## src/core/mode_ctrl_pkg.sv

```systemverilog
/*
  Constants and carrier types for the operating-mode and reset controller.
  Assumes a single 250 MHz system clock; low-power clock selection is reported
  to an external clock mux, not generated here.
*/
package mode_ctrl_pkg;

  // ----------------------------------------------------------------
  // timing
  // ----------------------------------------------------------------
  localparam int CLK_PERIOD_NS      = 4;
  localparam int EXT_RST_MIN_CYC    = 4;      // pin low this long to take effect
  localparam int EXT_RST_RESUME_CYC = 4;      // resume delay outside stop mode
  localparam int RC_CYCLE_NS        = 125;    // internal rc oscillator period, 8 MHz
  localparam int STOP_RESUME_RC_CYC = 128;    // rc cycles after release from stop
  localparam int STOP_RESUME_CYC    = (STOP_RESUME_RC_CYC * RC_CYCLE_NS + CLK_PERIOD_NS - 1) / CLK_PERIOD_NS;
  localparam int LP_CLK_DIV         = 8;      // rc divider in low-power mode
  localparam int WDOG_PERIOD_DEF    = 65536;
  localparam int RST_PULSE_DEF      = 16;
  localparam int CNT_W              = 20;
  localparam logic [CNT_W-1:0] CNT_ZERO = 20'h00000;

  // ----------------------------------------------------------------
  // types
  // ----------------------------------------------------------------
  typedef enum logic [2:0] {
    MODE_INIT,
    MODE_RUN,
    MODE_LPM,
    MODE_STOP,
    MODE_RESET
  } op_mode_t;

  // master command strobes, each a one-cycle pulse
  typedef struct packed {
    logic clr_pending;
    logic set_lp;
    logic clr_lp;
    logic stop_req;
    logic cmd_done;
    logic soft_rst;
  } cmd_t;

  typedef struct packed {
    logic measure_en;
    logic respond_en;
    logic clk_low_power;
    logic wdog_run;
    logic bod_en;
  } ctrl_t;

endpackage

```

## src/core/meter_mode_and_reset_control.sv

```systemverilog
/*
  Operating-mode and reset controller: initialization, run, low-power
  measurement and stop modes, plus external, power-on, watchdog and software
  resets. Assumes commands come as single-cycle strobes from the command
  decoder on the same clock; the reset pin, slave select and supply-low come
  from pins and are synchronised here. Power-on reset also drives rst_n_in.
*/
// Behaviour
// - four modes; initialization after power-up or reset; others by command only
// - entering initialization sets pending flag and pulls interrupt request low
// - no measurement while in initialization
// - pending clear moves to run, or low-power mode if low-power select set
// - run mode measures, serves master, emits pulses, raises unmasked interrupts
// - low-power mode selects rc clock divided by eight, metering kept
// - setting low-power select sets pending flag and returns to initialization
// - low-power select set at init goes straight to low-power on pending clear
// - clearing low-power select sets pending flag; master reconfigures before resuming
// - stop mode suspends everything and ignores master commands
// - stop request enters stop after the write command's final acknowledge
// - power-on reset leaves stop, defaults registers, enters initialization
// - external reset from stop resumes after 128 rc cycles past release
// - slave select low in stop wakes without reset, keeps settings
// - supply-low and watchdog resets drive reset pin low; external reset does not drive it
// - external reset outside stop resumes after four cycles, low-power cleared
// - supply-low holds power-on reset; release defaults and selects fast clock
// - brownout disabled in stop; both reset kinds look the same to master
// - watchdog expiry pulses reset pin, re-enters initialization; idle in stop
// - software reset defaults like external reset without driving reset pin
module meter_mode_and_reset_control
#(
  parameter int WDOG_PERIOD = mode_ctrl_pkg::WDOG_PERIOD_DEF,
  parameter int RST_PULSE   = mode_ctrl_pkg::RST_PULSE_DEF
)
(
  // clock and reset
  input  wire logic                 clk_sys_in,
  input  wire logic                 rst_n_in,
  // pins
  input  wire logic                 reset_pin_n_in,
  output logic                      reset_pin_n_out,
  output logic                      reset_pin_oe_out,
  input  wire logic                 ssel_n_in,
  input  wire logic                 supply_low_in,
  // master commands and internal activity
  input  mode_ctrl_pkg::cmd_t       cmd_in,
  input  wire logic                 wdog_kick_in,
  // status and control
  output mode_ctrl_pkg::op_mode_t   mode_out,
  output logic                      config_pending_flag_out,
  output logic                      low_power_select_out,
  output logic                      irq_n_out,
  output logic                      regs_default_out,
  output mode_ctrl_pkg::ctrl_t      ctrl_out
);
  import mode_ctrl_pkg::*;

  localparam logic [CNT_W-1:0] WDOG_LAST  = CNT_W'(WDOG_PERIOD - 1);
  localparam logic [CNT_W-1:0] PULSE_LAST = CNT_W'(RST_PULSE - 1);
  localparam logic [CNT_W-1:0] EXT_LAST   = CNT_W'(EXT_RST_MIN_CYC - 1);
  localparam logic [CNT_W-1:0] RES_SHORT  = CNT_W'(EXT_RST_RESUME_CYC);
  localparam logic [CNT_W-1:0] RES_STOP   = CNT_W'(STOP_RESUME_CYC);

  typedef struct packed {
    logic [1:0]       pin_sync;
    logic [1:0]       ssel_sync;
    logic [1:0]       sup_sync;
    op_mode_t         mode;
    logic             pending;
    logic             low_power;
    logic             stop_armed;
    logic             ext_held;
    logic             from_stop;
    logic             drive_pin;
    logic             deflt;
    logic [CNT_W-1:0] low_cnt;
    logic [CNT_W-1:0] resume_cnt;
    logic [CNT_W-1:0] pulse_cnt;
    logic [CNT_W-1:0] wdog_cnt;
  } state_t;

  localparam state_t RESET_STATE = '{
    pin_sync:   2'h3,
    ssel_sync:  2'h3,
    sup_sync:   2'h0,
    mode:       MODE_INIT,
    pending:    1'b1,
    low_power:  1'b0,
    stop_armed: 1'b0,
    ext_held:   1'b0,
    from_stop:  1'b0,
    drive_pin:  1'b0,
    deflt:      1'b1,
    low_cnt:    CNT_ZERO,
    resume_cnt: CNT_ZERO,
    pulse_cnt:  CNT_ZERO,
    wdog_cnt:   CNT_ZERO
  };

  state_t state_r;
  state_t state_nxt;

  // ----------------------------------------------------------------
  // next state
  // ----------------------------------------------------------------
  always_comb
  begin
    logic pin_low;
    logic ssel_low;
    logic sup_low;
    logic active;
    pin_low   = 1'b0;
    ssel_low  = 1'b0;
    sup_low   = 1'b0;
    active    = 1'b0;
    state_nxt = state_r;
    state_nxt.pin_sync  = {state_r.pin_sync[0], reset_pin_n_in};
    state_nxt.ssel_sync = {state_r.ssel_sync[0], ssel_n_in};
    state_nxt.sup_sync  = {state_r.sup_sync[0], supply_low_in};
    state_nxt.deflt     = 1'b0;
    // our own pin drive reads back low; only count low from outside
    pin_low  = ~state_r.pin_sync[1] & ~state_r.drive_pin;
    ssel_low = ~state_r.ssel_sync[1];
    sup_low  = state_r.sup_sync[1] & (state_r.mode != MODE_STOP);
    active   = (state_r.mode == MODE_INIT) | (state_r.mode == MODE_RUN) | (state_r.mode == MODE_LPM);

    // external reset qualification
    if (pin_low)
    begin
      if (state_r.low_cnt != EXT_LAST)
      begin
        state_nxt.low_cnt = state_r.low_cnt + CNT_W'(1);
      end
    end
    else
    begin
      state_nxt.low_cnt = CNT_ZERO;
    end

    if (sup_low)
    begin
      // held in power-on reset while supply is low, pin driven
      state_nxt = RESET_STATE;
      state_nxt.pin_sync  = {state_r.pin_sync[0], reset_pin_n_in};
      state_nxt.ssel_sync = {state_r.ssel_sync[0], ssel_n_in};
      state_nxt.sup_sync  = {state_r.sup_sync[0], supply_low_in};
      state_nxt.mode      = MODE_RESET;
      state_nxt.drive_pin = 1'b1;
      state_nxt.resume_cnt = RES_SHORT;
    end
    else if (pin_low && state_r.low_cnt == EXT_LAST)
    begin
      // taken: defaults apply and persist while pin held
      state_nxt.mode      = MODE_RESET;
      state_nxt.ext_held  = 1'b1;
      if (state_r.mode != MODE_RESET)
      begin
        state_nxt.from_stop = (state_r.mode == MODE_STOP);
      end
      state_nxt.pending   = 1'b1;
      state_nxt.low_power = 1'b0;
      state_nxt.stop_armed = 1'b0;
      state_nxt.deflt     = 1'b1;
      state_nxt.wdog_cnt  = CNT_ZERO;
    end
    else
    begin
      case (state_r.mode)
        MODE_RESET:
        begin
          if (state_r.ext_held)
          begin
            state_nxt.ext_held   = 1'b0;
            state_nxt.resume_cnt = state_r.from_stop ? RES_STOP : RES_SHORT;
          end
          else if (state_r.pulse_cnt != CNT_ZERO)
          begin
            state_nxt.pulse_cnt = state_r.pulse_cnt - CNT_W'(1);
            if (state_r.pulse_cnt == CNT_W'(1))
            begin
              state_nxt.drive_pin  = 1'b0;
              state_nxt.resume_cnt = RES_SHORT;
            end
          end
          else if (state_r.drive_pin)
          begin
            // power-on reset just released
            state_nxt.drive_pin = 1'b0;
          end
          else if (state_r.resume_cnt > CNT_W'(1))
          begin
            state_nxt.resume_cnt = state_r.resume_cnt - CNT_W'(1);
          end
          else
          begin
            state_nxt.resume_cnt = CNT_ZERO;
            state_nxt.from_stop  = 1'b0;
            state_nxt.mode       = MODE_INIT;
            state_nxt.pending    = 1'b1;
          end
        end
        MODE_INIT, MODE_RUN, MODE_LPM:
        begin
          if (cmd_in.soft_rst)
          begin
            // defaults without pin drive
            state_nxt.mode       = MODE_INIT;
            state_nxt.pending    = 1'b1;
            state_nxt.low_power  = 1'b0;
            state_nxt.stop_armed = 1'b0;
            state_nxt.deflt      = 1'b1;
            state_nxt.wdog_cnt   = CNT_ZERO;
          end
          else if (state_r.wdog_cnt == WDOG_LAST)
          begin
            state_nxt.mode      = MODE_RESET;
            state_nxt.drive_pin = 1'b1;
            state_nxt.pulse_cnt = PULSE_LAST + CNT_W'(1);
            state_nxt.pending   = 1'b1;
            state_nxt.low_power = 1'b0;
            state_nxt.stop_armed = 1'b0;
            state_nxt.deflt     = 1'b1;
            state_nxt.wdog_cnt  = CNT_ZERO;
          end
          else
          begin
            state_nxt.wdog_cnt = wdog_kick_in ? CNT_ZERO : state_r.wdog_cnt + CNT_W'(1);
            if (cmd_in.stop_req)
            begin
              state_nxt.stop_armed = 1'b1;
            end
            if (state_r.stop_armed && cmd_in.cmd_done)
            begin
              state_nxt.mode       = MODE_STOP;
              state_nxt.stop_armed = 1'b0;
              state_nxt.wdog_cnt   = CNT_ZERO;
            end
            else if (cmd_in.set_lp && !state_r.low_power)
            begin
              state_nxt.low_power = 1'b1;
              state_nxt.pending   = 1'b1;
              state_nxt.mode      = MODE_INIT;
            end
            else if (cmd_in.clr_lp && state_r.low_power)
            begin
              state_nxt.low_power = 1'b0;
              state_nxt.pending   = 1'b1;
              state_nxt.mode      = MODE_INIT;
            end
            else if (cmd_in.clr_pending && state_r.mode == MODE_INIT)
            begin
              state_nxt.pending = 1'b0;
              state_nxt.mode    = state_r.low_power ? MODE_LPM : MODE_RUN;
            end
          end
        end
        MODE_STOP:
        begin
          // commands ignored; only slave select or a reset leaves
          if (ssel_low)
          begin
            state_nxt.mode = state_r.pending ? MODE_INIT : (state_r.low_power ? MODE_LPM : MODE_RUN);
          end
        end
        default:
        begin
          state_nxt.mode = MODE_RESET;
        end
      endcase
    end
    if (!active)
    begin
      state_nxt.wdog_cnt = (state_nxt.mode == MODE_STOP || state_nxt.mode == MODE_RESET) ? CNT_ZERO
                           : state_nxt.wdog_cnt;
    end
    state_nxt.wdog_cnt = (state_r.mode == MODE_STOP) ? CNT_ZERO : state_nxt.wdog_cnt;

  end

  // ----------------------------------------------------------------
  // state register
  // ----------------------------------------------------------------
  always_ff @(posedge clk_sys_in or negedge rst_n_in)
  begin
    if (!rst_n_in)
    begin
      state_r <= RESET_STATE;
    end
    else
    begin
      state_r <= state_nxt;
    end
  end

  // ----------------------------------------------------------------
  // outputs
  // ----------------------------------------------------------------
  assign mode_out                = state_r.mode;
  assign config_pending_flag_out = state_r.pending;
  assign low_power_select_out    = state_r.low_power;
  assign irq_n_out               = ~(state_r.pending & (state_r.mode == MODE_INIT));
  assign regs_default_out        = state_r.deflt;
  assign reset_pin_n_out         = 1'b0;
  assign reset_pin_oe_out        = state_r.drive_pin;
  assign ctrl_out.measure_en     = (state_r.mode == MODE_RUN) | (state_r.mode == MODE_LPM);
  assign ctrl_out.respond_en     = (state_r.mode != MODE_STOP) & (state_r.mode != MODE_RESET);
  assign ctrl_out.clk_low_power  = state_r.low_power;
  assign ctrl_out.wdog_run       = (state_r.mode != MODE_STOP) & (state_r.mode != MODE_RESET);
  assign ctrl_out.bod_en         = (state_r.mode != MODE_STOP);

endmodule

```

## config.mk

```make
export PLATFORM = sky130hd
export DESIGN_NAME = meter_mode_and_reset_control
export DESIGN_NICKNAME = d
export VERILOG_FILES = /design/src/core/mode_ctrl_pkg.sv /design/src/core/meter_mode_and_reset_control.sv
export SDC_FILE = /design/constraint.sdc
export NUM_CORES = 1
export LEC_CHECK = 0
export BUFFER_PORTS_ARGS = -buffer_cell sky130_fd_sc_hd__clkbuf_2
export CORE_ASPECT_RATIO = 1.2
export CORE_UTILIZATION = 56
export DETAILED_ROUTE_END_ITERATION = 16
export PLACE_DENSITY = 0.74
export SLEW_MARGIN = 20
export SYNTH_ARGS = -nofsm -noshare
export SYNTH_HDL_FRONTEND = slang
export SYNTH_SLANG_ARGS = --single-unit
```

## constraint.sdc

```tcl
create_clock -name clk_sys_in -period 5.1 [get_ports clk_sys_in]
set_input_delay 1.02 -clock clk_sys_in [delete_from_list [all_inputs] [get_ports clk_sys_in]]
set_output_delay 1.02 -clock clk_sys_in [all_outputs]
set_load 0.01 [all_outputs]
```

* Yosys cells after proc, flatten, opt, wreduce, memory -nomap -nowiden
Cells that the tools add are included.
Cells by class: add/sub/neg operators 4, order comparisons 1, equal/unequal tests 33, mux-type cells 63, bitwise gates (word level) 10, reduce and logical (&&, ||, !) cells 24
Operators with widths (number):
- $mux 20 | 22
- $mux 60 | 1
- $add 20x1->20 const B | 2
- $mux 40 | 1
- $pmux 20 s2 | 1
- $sub 20x1->20 const B | 2
- $mux 4 | 6
- $ne 3x3->1 const B | 7
- $eq 20x1->1 const B | 1
- $eq 20x16->1 const B | 1
- $eq 20x2->1 const B | 1
- $gt 20x1->1 const B | 1
- $ne 20x2->1 const B | 1
- $ne 4x4->1 const B | 5
- $reduce_bool 20->1 | 1
- $reduce_and 6->1 | 3
- $mux 1 | 14
- $mux 2 | 7
- $mux 12 | 1
- $mux 6 | 2
- $reduce_bool 6->1 | 2
- $mux 10 | 1
- $eq 3x2->1 const B | 3
- $ne 3x1->1 const B | 3
- 29 further kinds | 46
Storage, ports and cells: bits in registers 96, input port bits 12, logic and storage cells 150

* Logic depth before layout (Yosys ltp)
Gate-level depths: netlist of the first run.
depth after elaboration 16, mapped depth 11

* Least setup slack after synthesis of the first run
No wires, ideal clock.
path type reg-to-output, start point reg state_r, in the netlist mode_out[0], end point out ctrl_out[3] (netlist bit), data arrival time 1.479 ns, setup slack 2.601 ns, stages on the path, launching flop included 6, buffers on the path 2, cell sequence dfrtp_1 buf_2 a21oi_1 nor2_1 nor2_1 buf_4
RTL lines:
- start: declaration | RTL line meter_mode_and_reset_control.sv:99 | state_t state_r;
- start signal: assignment | RTL line meter_mode_and_reset_control.sv:290 | state_r <= state_nxt;
- end: declaration | RTL line meter_mode_and_reset_control.sv:53 | output mode_ctrl_pkg::ctrl_t ctrl_out

==> reports/metrics.csv, run 1 <==
metric,value,unit
status,"finished, final reports clean",
area_growth,7.57,%
multi_input_area,2820,sq um
htree_levels,3,
rr_worst_depth,6,
setup-tns-final,0,ns
fin_crit_sh,66.4,%
cp.required,4.08,ns
mostFrequentLayoutCells,"90 x dfrtp_1, 87 x nor2_1, 48 x o21ai_0",
dp_hpwl,8470,um
portBuffers,24,
async_reset_ff_share,100,%
setup_ws,1.71,ns
core_area,9520,sq um
tightestPinTransition,1.06,ns
ys_seq_elements,96,
cts.clk_slew.worst_paths,0.06,ns
first_iter_violations,264,
powerDensity,398,nW/um^2
drt-wirelength-per-cell,16.5,um
synth_edf_count,0,
endpoint_kind,output pin,
synth_ff_type,dfrtp_1,
ys_warn_count,0,
drt-total-wl,12200,um
worstSetupPathType,flop to output pin,
grt_overflow,0,
die_w,92.1,um
antennaDiodeCount,0,
cts.sinks,96,
hp-class,flop to flop,
grt_pass1_wl,20900,um
min_path_cells,0,
setup_viol,0,
start_util,57.3,%
dp_slack,2.08,ns
row_count,39,
arrival,2.37,ns
synth-seq-area-share,44.2,%
fin_crit,3.39,ns
final_cell_area,5870,sq um
drive_gt1_share,11.3,%
cts_resized,0,
synth_cells,604,
path_max_fanout,17,
tritoncts,yes,
power.leakage,0.00241,uW
dr.pass1.iters,5,
track_usage,26.1,%
viasPerCell,6.23,
cts_hold_buf,0,
netlist_area,5450,sq um
post_cts_buffers,0,
synth_cell_types,71,
syn-num-nets,622,
skew,0.00616,ns
setup.worst_path.start_class,flop,
seq_area,2410,sq um
die_h,110,um
max-vdd-ir-drop,0.000267,V
grt_max_degree,55,
vias,4611,
io_pins,26,
dieArea,10100,sq um
slew_viol_final,0,
insertion_delay,0.34,ns
grt_setup_unrepaired,no,
cap_violations,0,
antenna_found_initial,0,
placed_area,5570,sq um
grt_pass1_vias,4315,
fmax,295,MHz
route.detailed.drc,0,
cts_buffers,9,
final_common_cell,dfrtp_1,
clock-root-buffer,clkbuf_16,
fin_nets,630,
final_antenna_net_count,0,
synth.avg_cell_area,9.03,sq um
fillers,800,
clockBufferDepth,2,
gp_congestion,0.848,
hold_violations,0,
relSlewSlack,29.4,%
[Yosys cell counts (14+ instances only)]
cell type   n  share of area, %
dfrtp_1    90                41
nor2_1     87               6.0
o21ai_0    48               4.4
nand2_1    42               2.9
nand3_1    32               2.9
nor3_1     24               2.2
a21oi_1    23               2.1
xor2_1     21               3.4
a31oi_1    14               1.6
inv_1      14              0.96
o21ai_1    14               1.3
xnor2_1    14               2.2
[worst max-delay path: stages, from the launching register on]
cell and delay [ns]:
dfrtp_1 0.58, a21oi_1 0.76, nor2_1 0.20, nor2_1 0.29
clkbuf_2 0.19
[layer usage]
metal	routed length [um]	GRT usage [%]
met2	5890	42.1
met4	177	10.0
met3	514	3.91
met1	5600	35.7
met5	0	0
[cells by family after synthesis]
family	after synthesis	share of synthesized area, %
compound gates	159	19.0
xor+xnor	35	5.62
fa+ha+maj	6	1.38
buf+inv	43	4.04
flops	96	44.2
mux	2	0.413
other cells	1	0.0688
simple gates	262	25.3
[registers in the layout, summed over array words and instances (netlist names)]
name / flops
reset_pin_oe_out: 1
regs_default_out: 1
mode_out: 3
state_r: 86
low_power_select_out: 1
state_nxt: 3
config_pending_flag_out: 1
[final timing paths]
check,slack (ns),endpoint,startpoint
max,1.71,ctrl_out[1],mode_out[2]
min,0.36,state_r[95],state_nxt[95]
max reg2reg,2.20,state_r[32],mode_out[2]
min reg2reg,0.36,state_r[95],state_nxt[95]
max in group asynchronous,3.35,config_pending_flag_out,rst_n_in
min in group asynchronous,0.73,state_r[74],rst_n_in
[stage by stage]
| stage | hold WS [ns] | util (%) | total power [uW] | cells |
|---|---|---|---|---|
| after floorplan | 0.331 | - | 1500 | 604 |
| after global placement | 0.339 | 58.6 | 1640 | 724 |
| after detailed placement | 0.348 | 58.6 | 1660 | 724 |
| after CTS | 0.356 | 61.6 | 2340 | 740 |
| after global routing | 0.364 | 61.6 | 2480 | 740 |
| final | 0.356 | 61.6 | 2330 | 740 |
[power breakdown]
part           switching [uW]  total, uW  internal, uW
Combinational             482        721           239
Clock                     277        670           393
Sequential                102        942           841
Total                     860       2330          1470
[layout make-up]
type,count,share of cell area (%)
clock buffers,13,4.27
clock inverters,3,0.725
multi-input cells,465,48.1
flip-flops and latches,96,41.1
well taps,123,2.62
repair buffers,25,2.22
inverters,15,0.960
Note: power is estimated with default switching activity, not from simulation.
==> run 2, diff against run 1 <==
--- a/config.mk
+++ b/config.mk
@@ -9,7 +9,7 @@
 export CORE_ASPECT_RATIO = 1.2
 export CORE_UTILIZATION = 56
 export DETAILED_ROUTE_END_ITERATION = 16
-export PLACE_DENSITY = 0.74
+export PLACE_DENSITY = 0.77
 export SLEW_MARGIN = 20
 export SYNTH_ARGS = -nofsm -noshare
 export SYNTH_HDL_FRONTEND = slang
==> constraint.sdc (replaced) <==
create_clock -name clk_sys_in -period 3.1 [get_ports clk_sys_in]
set_input_delay 0.62 -clock clk_sys_in [delete_from_list [all_inputs] [get_ports clk_sys_in]]
set_output_delay 0.62 -clock clk_sys_in [all_outputs]
set_load 0.01 [all_outputs]
==> run 2 against run 1 <==
Compared with the run above:
- clock power increased by 87%
- worst hold slack got worse by 0.096 ns
- highest routed layer unchanged
- core utilization is 1.6 points higher
- final area increased by 2.6%
- sequential power grew 65%
- critical path depth increased by 2
- flip-flop and latch count did not move
==> reports/metrics.csv, run 2 (same netlist as run 1, synthesis figures left out) <==
metric,value,unit,change
area_growth,10.4,%,was 7.57%
die_h,110,um,unchanged
cp.required,3.34,ns,was 4.08 ns
insertion_delay,0.35,ns,was 0.34 ns
row_count,39,,unchanged
viasPerCell,6.27,,was 6.23
portBuffers,24,,unchanged
track_usage,26.6,%,was 26.1%
finalPower,4040,uW,was 2330 uW
hold_violations,0,,unchanged
seq_area,2410,sq um,unchanged
grt_max_degree,55,,unchanged
timing.rr.start,state_r[28],,was mode_out[2]
grt_pass1_wl,21400,um,was 20900 um
drt-total-wl,12600,um,was 12200 um
vias,4724,,was 4611
largest_reg_flops,86,,unchanged
regMostFlops,state_r,,unchanged
met3_usage,4.12,%,was 3.91%
grt_setup_unrepaired,no,,unchanged
setup_viol,0,,unchanged
io_pins,26,,unchanged
relSlewSlack,54.5,%,was 29.4%
dp_slack,0.555,ns,was 2.08 ns
grt_overflow,0,,unchanged
fin_crit,2.60,ns,
power.leakage,0.00250,uW,was 0.00241 uW
hp-class,primary input to async pin,,was flop to flop
start_util,57.3,%,unchanged
cap_violations,0,,unchanged
fin_crit_sh,83.9,%,
critical-path-top-delay-family,simple AND/OR/NAND/NOR gates,,was compound AO/OA/AOI/OAI gates
mostFrequentLayoutCells,"90 x dfrtp_1, 87 x nor2_1, 48 x o21ai_0",,unchanged
met1_usage,33.6,%,was 35.7%
skew,0.00472,ns,was 0.00616 ns
die_w,92.1,um,unchanged
tritoncts,yes,,unchanged
setup_ws,0.499,ns,was 1.71 ns
htree_levels,3,,unchanged
route.detailed.drc,0,,unchanged
slew_viol_final,0,,unchanged
clock-root-buffer,clkbuf_16,,unchanged
clockBufferDepth,2,,unchanged
powerDensity,670,nW/um^2,was 398 nW/um^2
cts_resized,0,,unchanged
antenna_found_initial,0,,unchanged
grt_util_met2,46.0,%,was 42.1%
status,"finished, final reports clean",,unchanged
multi_input_area,2820,sq um,unchanged
worstSetupPathType,flop to flop,,was flop to output pin
max-vdd-ir-drop,0.000576,V,was 0.000267 V
first_iter_violations,256,,was 264
cp.depth,6,,was 4
endpoint_kind,flop,,was output pin
gp_congestion,0.903,,was 0.848
cts.sinks,96,,unchanged
slowest_delay,0.46,ns,was 0.76 ns
grt_pass1_vias,4572,,was 4315
dp_hpwl,8910,um,was 8470 um
setup-tns-final,0,ns,unchanged
dieArea,10100,sq um,unchanged
dr.pass1.iters,4,,was 5
drive_gt1_share,13.5,%,was 11.3%
arrival,2.85,ns,was 2.37 ns
drt-wirelength-per-cell,16.7,um,was 16.5 um
rr_worst_depth,6,,unchanged
fmax,384,MHz,
critPathCapture,state_r[57],,was ctrl_out[1]
setup.worst_path.start_class,flop,,unchanged
cts_hold_buf,0,,unchanged
r2r_end,state_r[57],,was state_r[32]
fin_nets,643,,was 630
fillers,801,,was 800
cts_buffers,9,,unchanged
path_max_fanout,9,,was 17
path_buf_inv,0,,was 1
slowest_stage,dfrtp_1,,was a21oi_1
crit_chain,nor4_4 -> and4_1 -> o211a_1 -> nor3b_4 -> nand2_4 -> o41ai_2,,was a21oi_1 -> nor2_1 -> nor2_1 -> clkbuf_2
cts.clk_slew.worst_paths,0.06,ns,about the same
busiest_layer,met2,,unchanged
final_antenna_net_count,0,,unchanged
final_core_util,63.3,%,was 61.6%
core_area,9520,sq um,unchanged
final_common_cell,dfrtp_1,,unchanged
antennaDiodeCount,0,,unchanged
r2r_slack,0.50,ns,was 2.20 ns
tightestPinTransition,0.677,ns,was 1.06 ns
startpoint,state_r[28],,was mode_out[2]
post_cts_buffers,0,,unchanged
## run 2: layout make-up
type                       count  share of cell area, %
tap                          123                   2.56
clock buffer                  10                   3.80
sequential                    96                   40.0
inverter                      15                  0.935
clock inverter                 6                   1.79
multi-input combinational    465                   46.9
timing repair buffer          38                   3.99
## run 2: metal layers
| metal | wire (um) | part of all wire (%) | vias up |
|---|---|---|---|
| met2 | 6210 | 49 | 151 |
| met1 | 5480 | 44 | 2284 |
| met3 | 599 | 4.8 | 29 |
| met4 | 304 | 2.4 | 0 |
| met5 | 0 | 0 | - |
| li1 | - | - | 2260 |
## run 2: how the worst min path moves through the flow
stage / cells after the start / to / startpoint
after CTS: 1 / state_r[74] / rst_n_in
after floorplan: 0 / low_power_select_out / rst_n_in
after detailed placement: 0 / state_r[91] / state_nxt[91]
after global placement: 0 / state_r[93] / state_nxt[93]
final: 1 / state_r[74] / rst_n_in
after global routing: 1 / state_r[75] / rst_n_in
## run 2: report_power, final
part / internal (uW) / total (uW) / switching [uW]
registers: 1380 / 1550 / 166
logic: 437 / 1240 / 800
clock network: 785 / 1250 / 464
total: 2610 / 4040 / 1430
## run 2: through the flow
| stage | area, sq um | cells | hold WS [ns] |
|---|---|---|---|
| after floorplan | 5450 | 604 | 0.324 |
| after global placement | 5680 | 737 | 0.347 |
| after detailed placement | 5680 | 737 | 0.343 |
| after CTS | 6020 | 753 | 0.287 |
| after global routing | 6020 | 753 | 0.321 |
| final | 6020 | 753 | 0.260 |
## run 2: worst register-to-register path, cell delays in order, from the launching register on
cell and delay [ns]:
dfrtp_1 0.46, nor4_4 0.38, and4_1 0.42, o211a_1 0.37, nor3b_4 0.41, nand2_4 0.15, o41ai_2 0.31
==> run 3, diff against run 2 <==
==> constraint.sdc (replaced) <==
create_clock -name clk_sys_in -period 2.3 [get_ports clk_sys_in]
set_input_delay 0.46 -clock clk_sys_in [delete_from_list [all_inputs] [get_ports clk_sys_in]]
set_output_delay 0.46 -clock clk_sys_in [all_outputs]
set_load 0.01 [all_outputs]
==> run 3 against run 2 <==
Compared with the run above:
- sequential power rose by 35%
- flip-flop and latch count did not move
- first-iteration DRC count fell by 16%
- combinational power rose by 52%
- via count rose by 4.7%
- critical path depth did not move
- power rose by 36%
- final area rose by 5.2%
- worst hold slack got worse by 0.21 ns
- die area did not move
- non-clock buffer count rose by 33
- clock skew rose by 0.0021 ns
==> reports/metrics.csv, run 3 (same netlist as run 1, synthesis figures left out) <==
metric,value,unit,change
status,"finished, final reports clean",,unchanged
grt_overflow,0,,unchanged
worstSetupPathType,flop to flop,,unchanged
regMostFlops,state_r,,unchanged
fmax,450,MHz,was 384 MHz
drt-wirelength-per-cell,16.6,um,was 16.7 um
grt_pass1_wl,21900,um,was 21400 um
vias,4945,,was 4724
setup_viol,0,,unchanged
grt_max_degree,50,,was 55
hp-class,primary input to async pin,,unchanged
cts_hold_buf,0,,unchanged
fillers,764,,was 801
power.leakage,0.00267,uW,was 0.00250 uW
track_usage,27.3,%,was 26.6%
endpoint_kind,flop,,unchanged
area_growth,16.1,%,was 10.4%
final_antenna_net_count,0,,unchanged
hold-worst-slack,0.0479,ns,was 0.260 ns
dieArea,10100,sq um,unchanged
dp_cells,769,,was 737
grt_pass1_vias,4732,,was 4572
drt-total-wl,13100,um,was 12600 um
tritoncts,yes,,unchanged
drive_gt1_share,20.8,%,was 13.5%
htree_levels,3,,unchanged
slew_viol_final,0,,unchanged
die_h,110,um,unchanged
setup.worst_path.start_class,flop,,unchanged
portBuffers,24,,unchanged
mostFrequentLayoutCells,"90 x dfrtp_1, 82 x nor2_1, 47 x o21ai_0, 47 x buf_4, 40 x nand2_1",,"was 90 x dfrtp_1, 87 x nor2_1, 48 x o21ai_0"
relSlewSlack,47.0,%,was 54.5%
row_count,39,,unchanged
tightestPinTransition,0.788,ns,was 0.677 ns
hold_violations,0,,unchanged
dp_hpwl,9300,um,was 8910 um
core_area,9520,sq um,unchanged
skew,0.00681,ns,was 0.00472 ns
route.detailed.drc,0,,unchanged
cts.clk_slew.worst_paths,0.07,ns,was 0.06 ns
cts.sinks,96,,unchanged
insertion_delay,0.35,ns,about the same
multi_input_area,2930,sq um,was 2820 sq um
fin_nets,676,,was 643
antennaDiodeCount,0,,unchanged
cts_buffers,9,,unchanged
die_w,92.1,um,unchanged
io_pins,26,,unchanged
arrival,2.44,ns,was 2.85 ns
start_util,57.3,%,unchanged
final_cell_area,6330,sq um,was 6020 sq um
crit_chain,or4_1 -> nor4_2 -> a21oi_2 -> o21a_4 -> o31ai_2 -> o41ai_2,,was nor4_4 -> and4_1 -> o211a_1 -> nor3b_4 -> nand2_4 -> o41ai_2
viasPerCell,6.29,,was 6.27
antenna_found_initial,0,,unchanged
dr.pass1.iters,5,,was 4
gp_congestion,0.852,,was 0.903
clockBufferDepth,2,,unchanged
clock-root-buffer,clkbuf_16,,unchanged
cp.required,2.52,ns,was 3.34 ns
fin_crit_sh,96.5,%,was 83.9%
r2r_slack,0.08,ns,was 0.50 ns
slowest_delay,0.58,ns,was 0.46 ns
powerDensity,869,nW/um^2,was 670 nW/um^2
largest_reg_flops,86,,unchanged
placed_area,5920,sq um,was 5680 sq um
path_max_fanout,20,,was 9
max-vdd-ir-drop,0.000613,V,was 0.000576 V
fin_crit,2.22,ns,was 2.60 ns
seq_area,2410,sq um,unchanged
grt_setup_unrepaired,yes,,was no
path_buf_inv,0,,unchanged
final_cell_count_no_fill,786,,was 753
first_iter_violations,214,,was 256
critical-path-top-delay-family,simple AND/OR/NAND/NOR gates,,unchanged
slowest_stage,or4_1,,was dfrtp_1
cap_violations,0,,unchanged
final_common_cell,dfrtp_1,,unchanged
run 3: timing repair:
item,CTS,global route
pin swaps,1,2
setup buffers,1,0
setup endpoints to repair,8,74
resized for setup,2,22
run 3: power by group:
part / switching (uW) / internal, uW / total [uW]
Clock: 667 / 850 / 1520
Sequential: 237 / 1860 / 2100
Combinational: 1130 / 760 / 1890
run 3: final cells by class:
class,instances,share of cell area (%)
Clock inverter,6,1.07
Timing Repair Buffer,71,7.71
Inverter,15,0.889
Multi-Input combinational cell,465,46.2
Clock buffer,10,3.62
Tap cell,123,2.43
Sequential cell,96,38.1
run 3: per-stage QoR:
step | setup TNS [ns] | worst slack [ns] | utilization, % | total power (uW)
5_1_grt | -0.0666 | -0.0321 | 66.5 | 5800
4_1_cts | 0 | 0.0224 | 65.5 | 5450
3_5_place_dp | -0.228 | -0.0755 | 62.2 | 3920
2_1_floorplan | 0 | 0.101 | - | 3320
3_3_place_gp | 0 | 0.00408 | 62.2 | 3860
6_report | 0 | 0.0794 | 66.5 | 5500
run 3: worst paths after layout:
path | to | from | cells after the start
worst max-delay path | state_r[39] | state_r[16] | 6
worst min-delay path | state_r[72] | rst_n_in | 1
worst max register to register | state_r[39] | state_r[16] | 6
worst min register to register | state_r[93] | state_nxt[93] | 0
max in group asynchronous | config_pending_flag_out | rst_n_in | 2
min in group clk_sys_in | state_nxt[95] | reset_pin_n_in | 1
run 3: metal layers:
layer / routed length [um] / global-route usage, % / vias to the layer above
met2: 6300 / 45.7 / 150
li1: - / - / 2325
met1: 5850 / 35.6 / 2436
met4: 385 / 13.2 / 0
met5: 0 / 0 / -
met3: 534 / 3.02 / 34
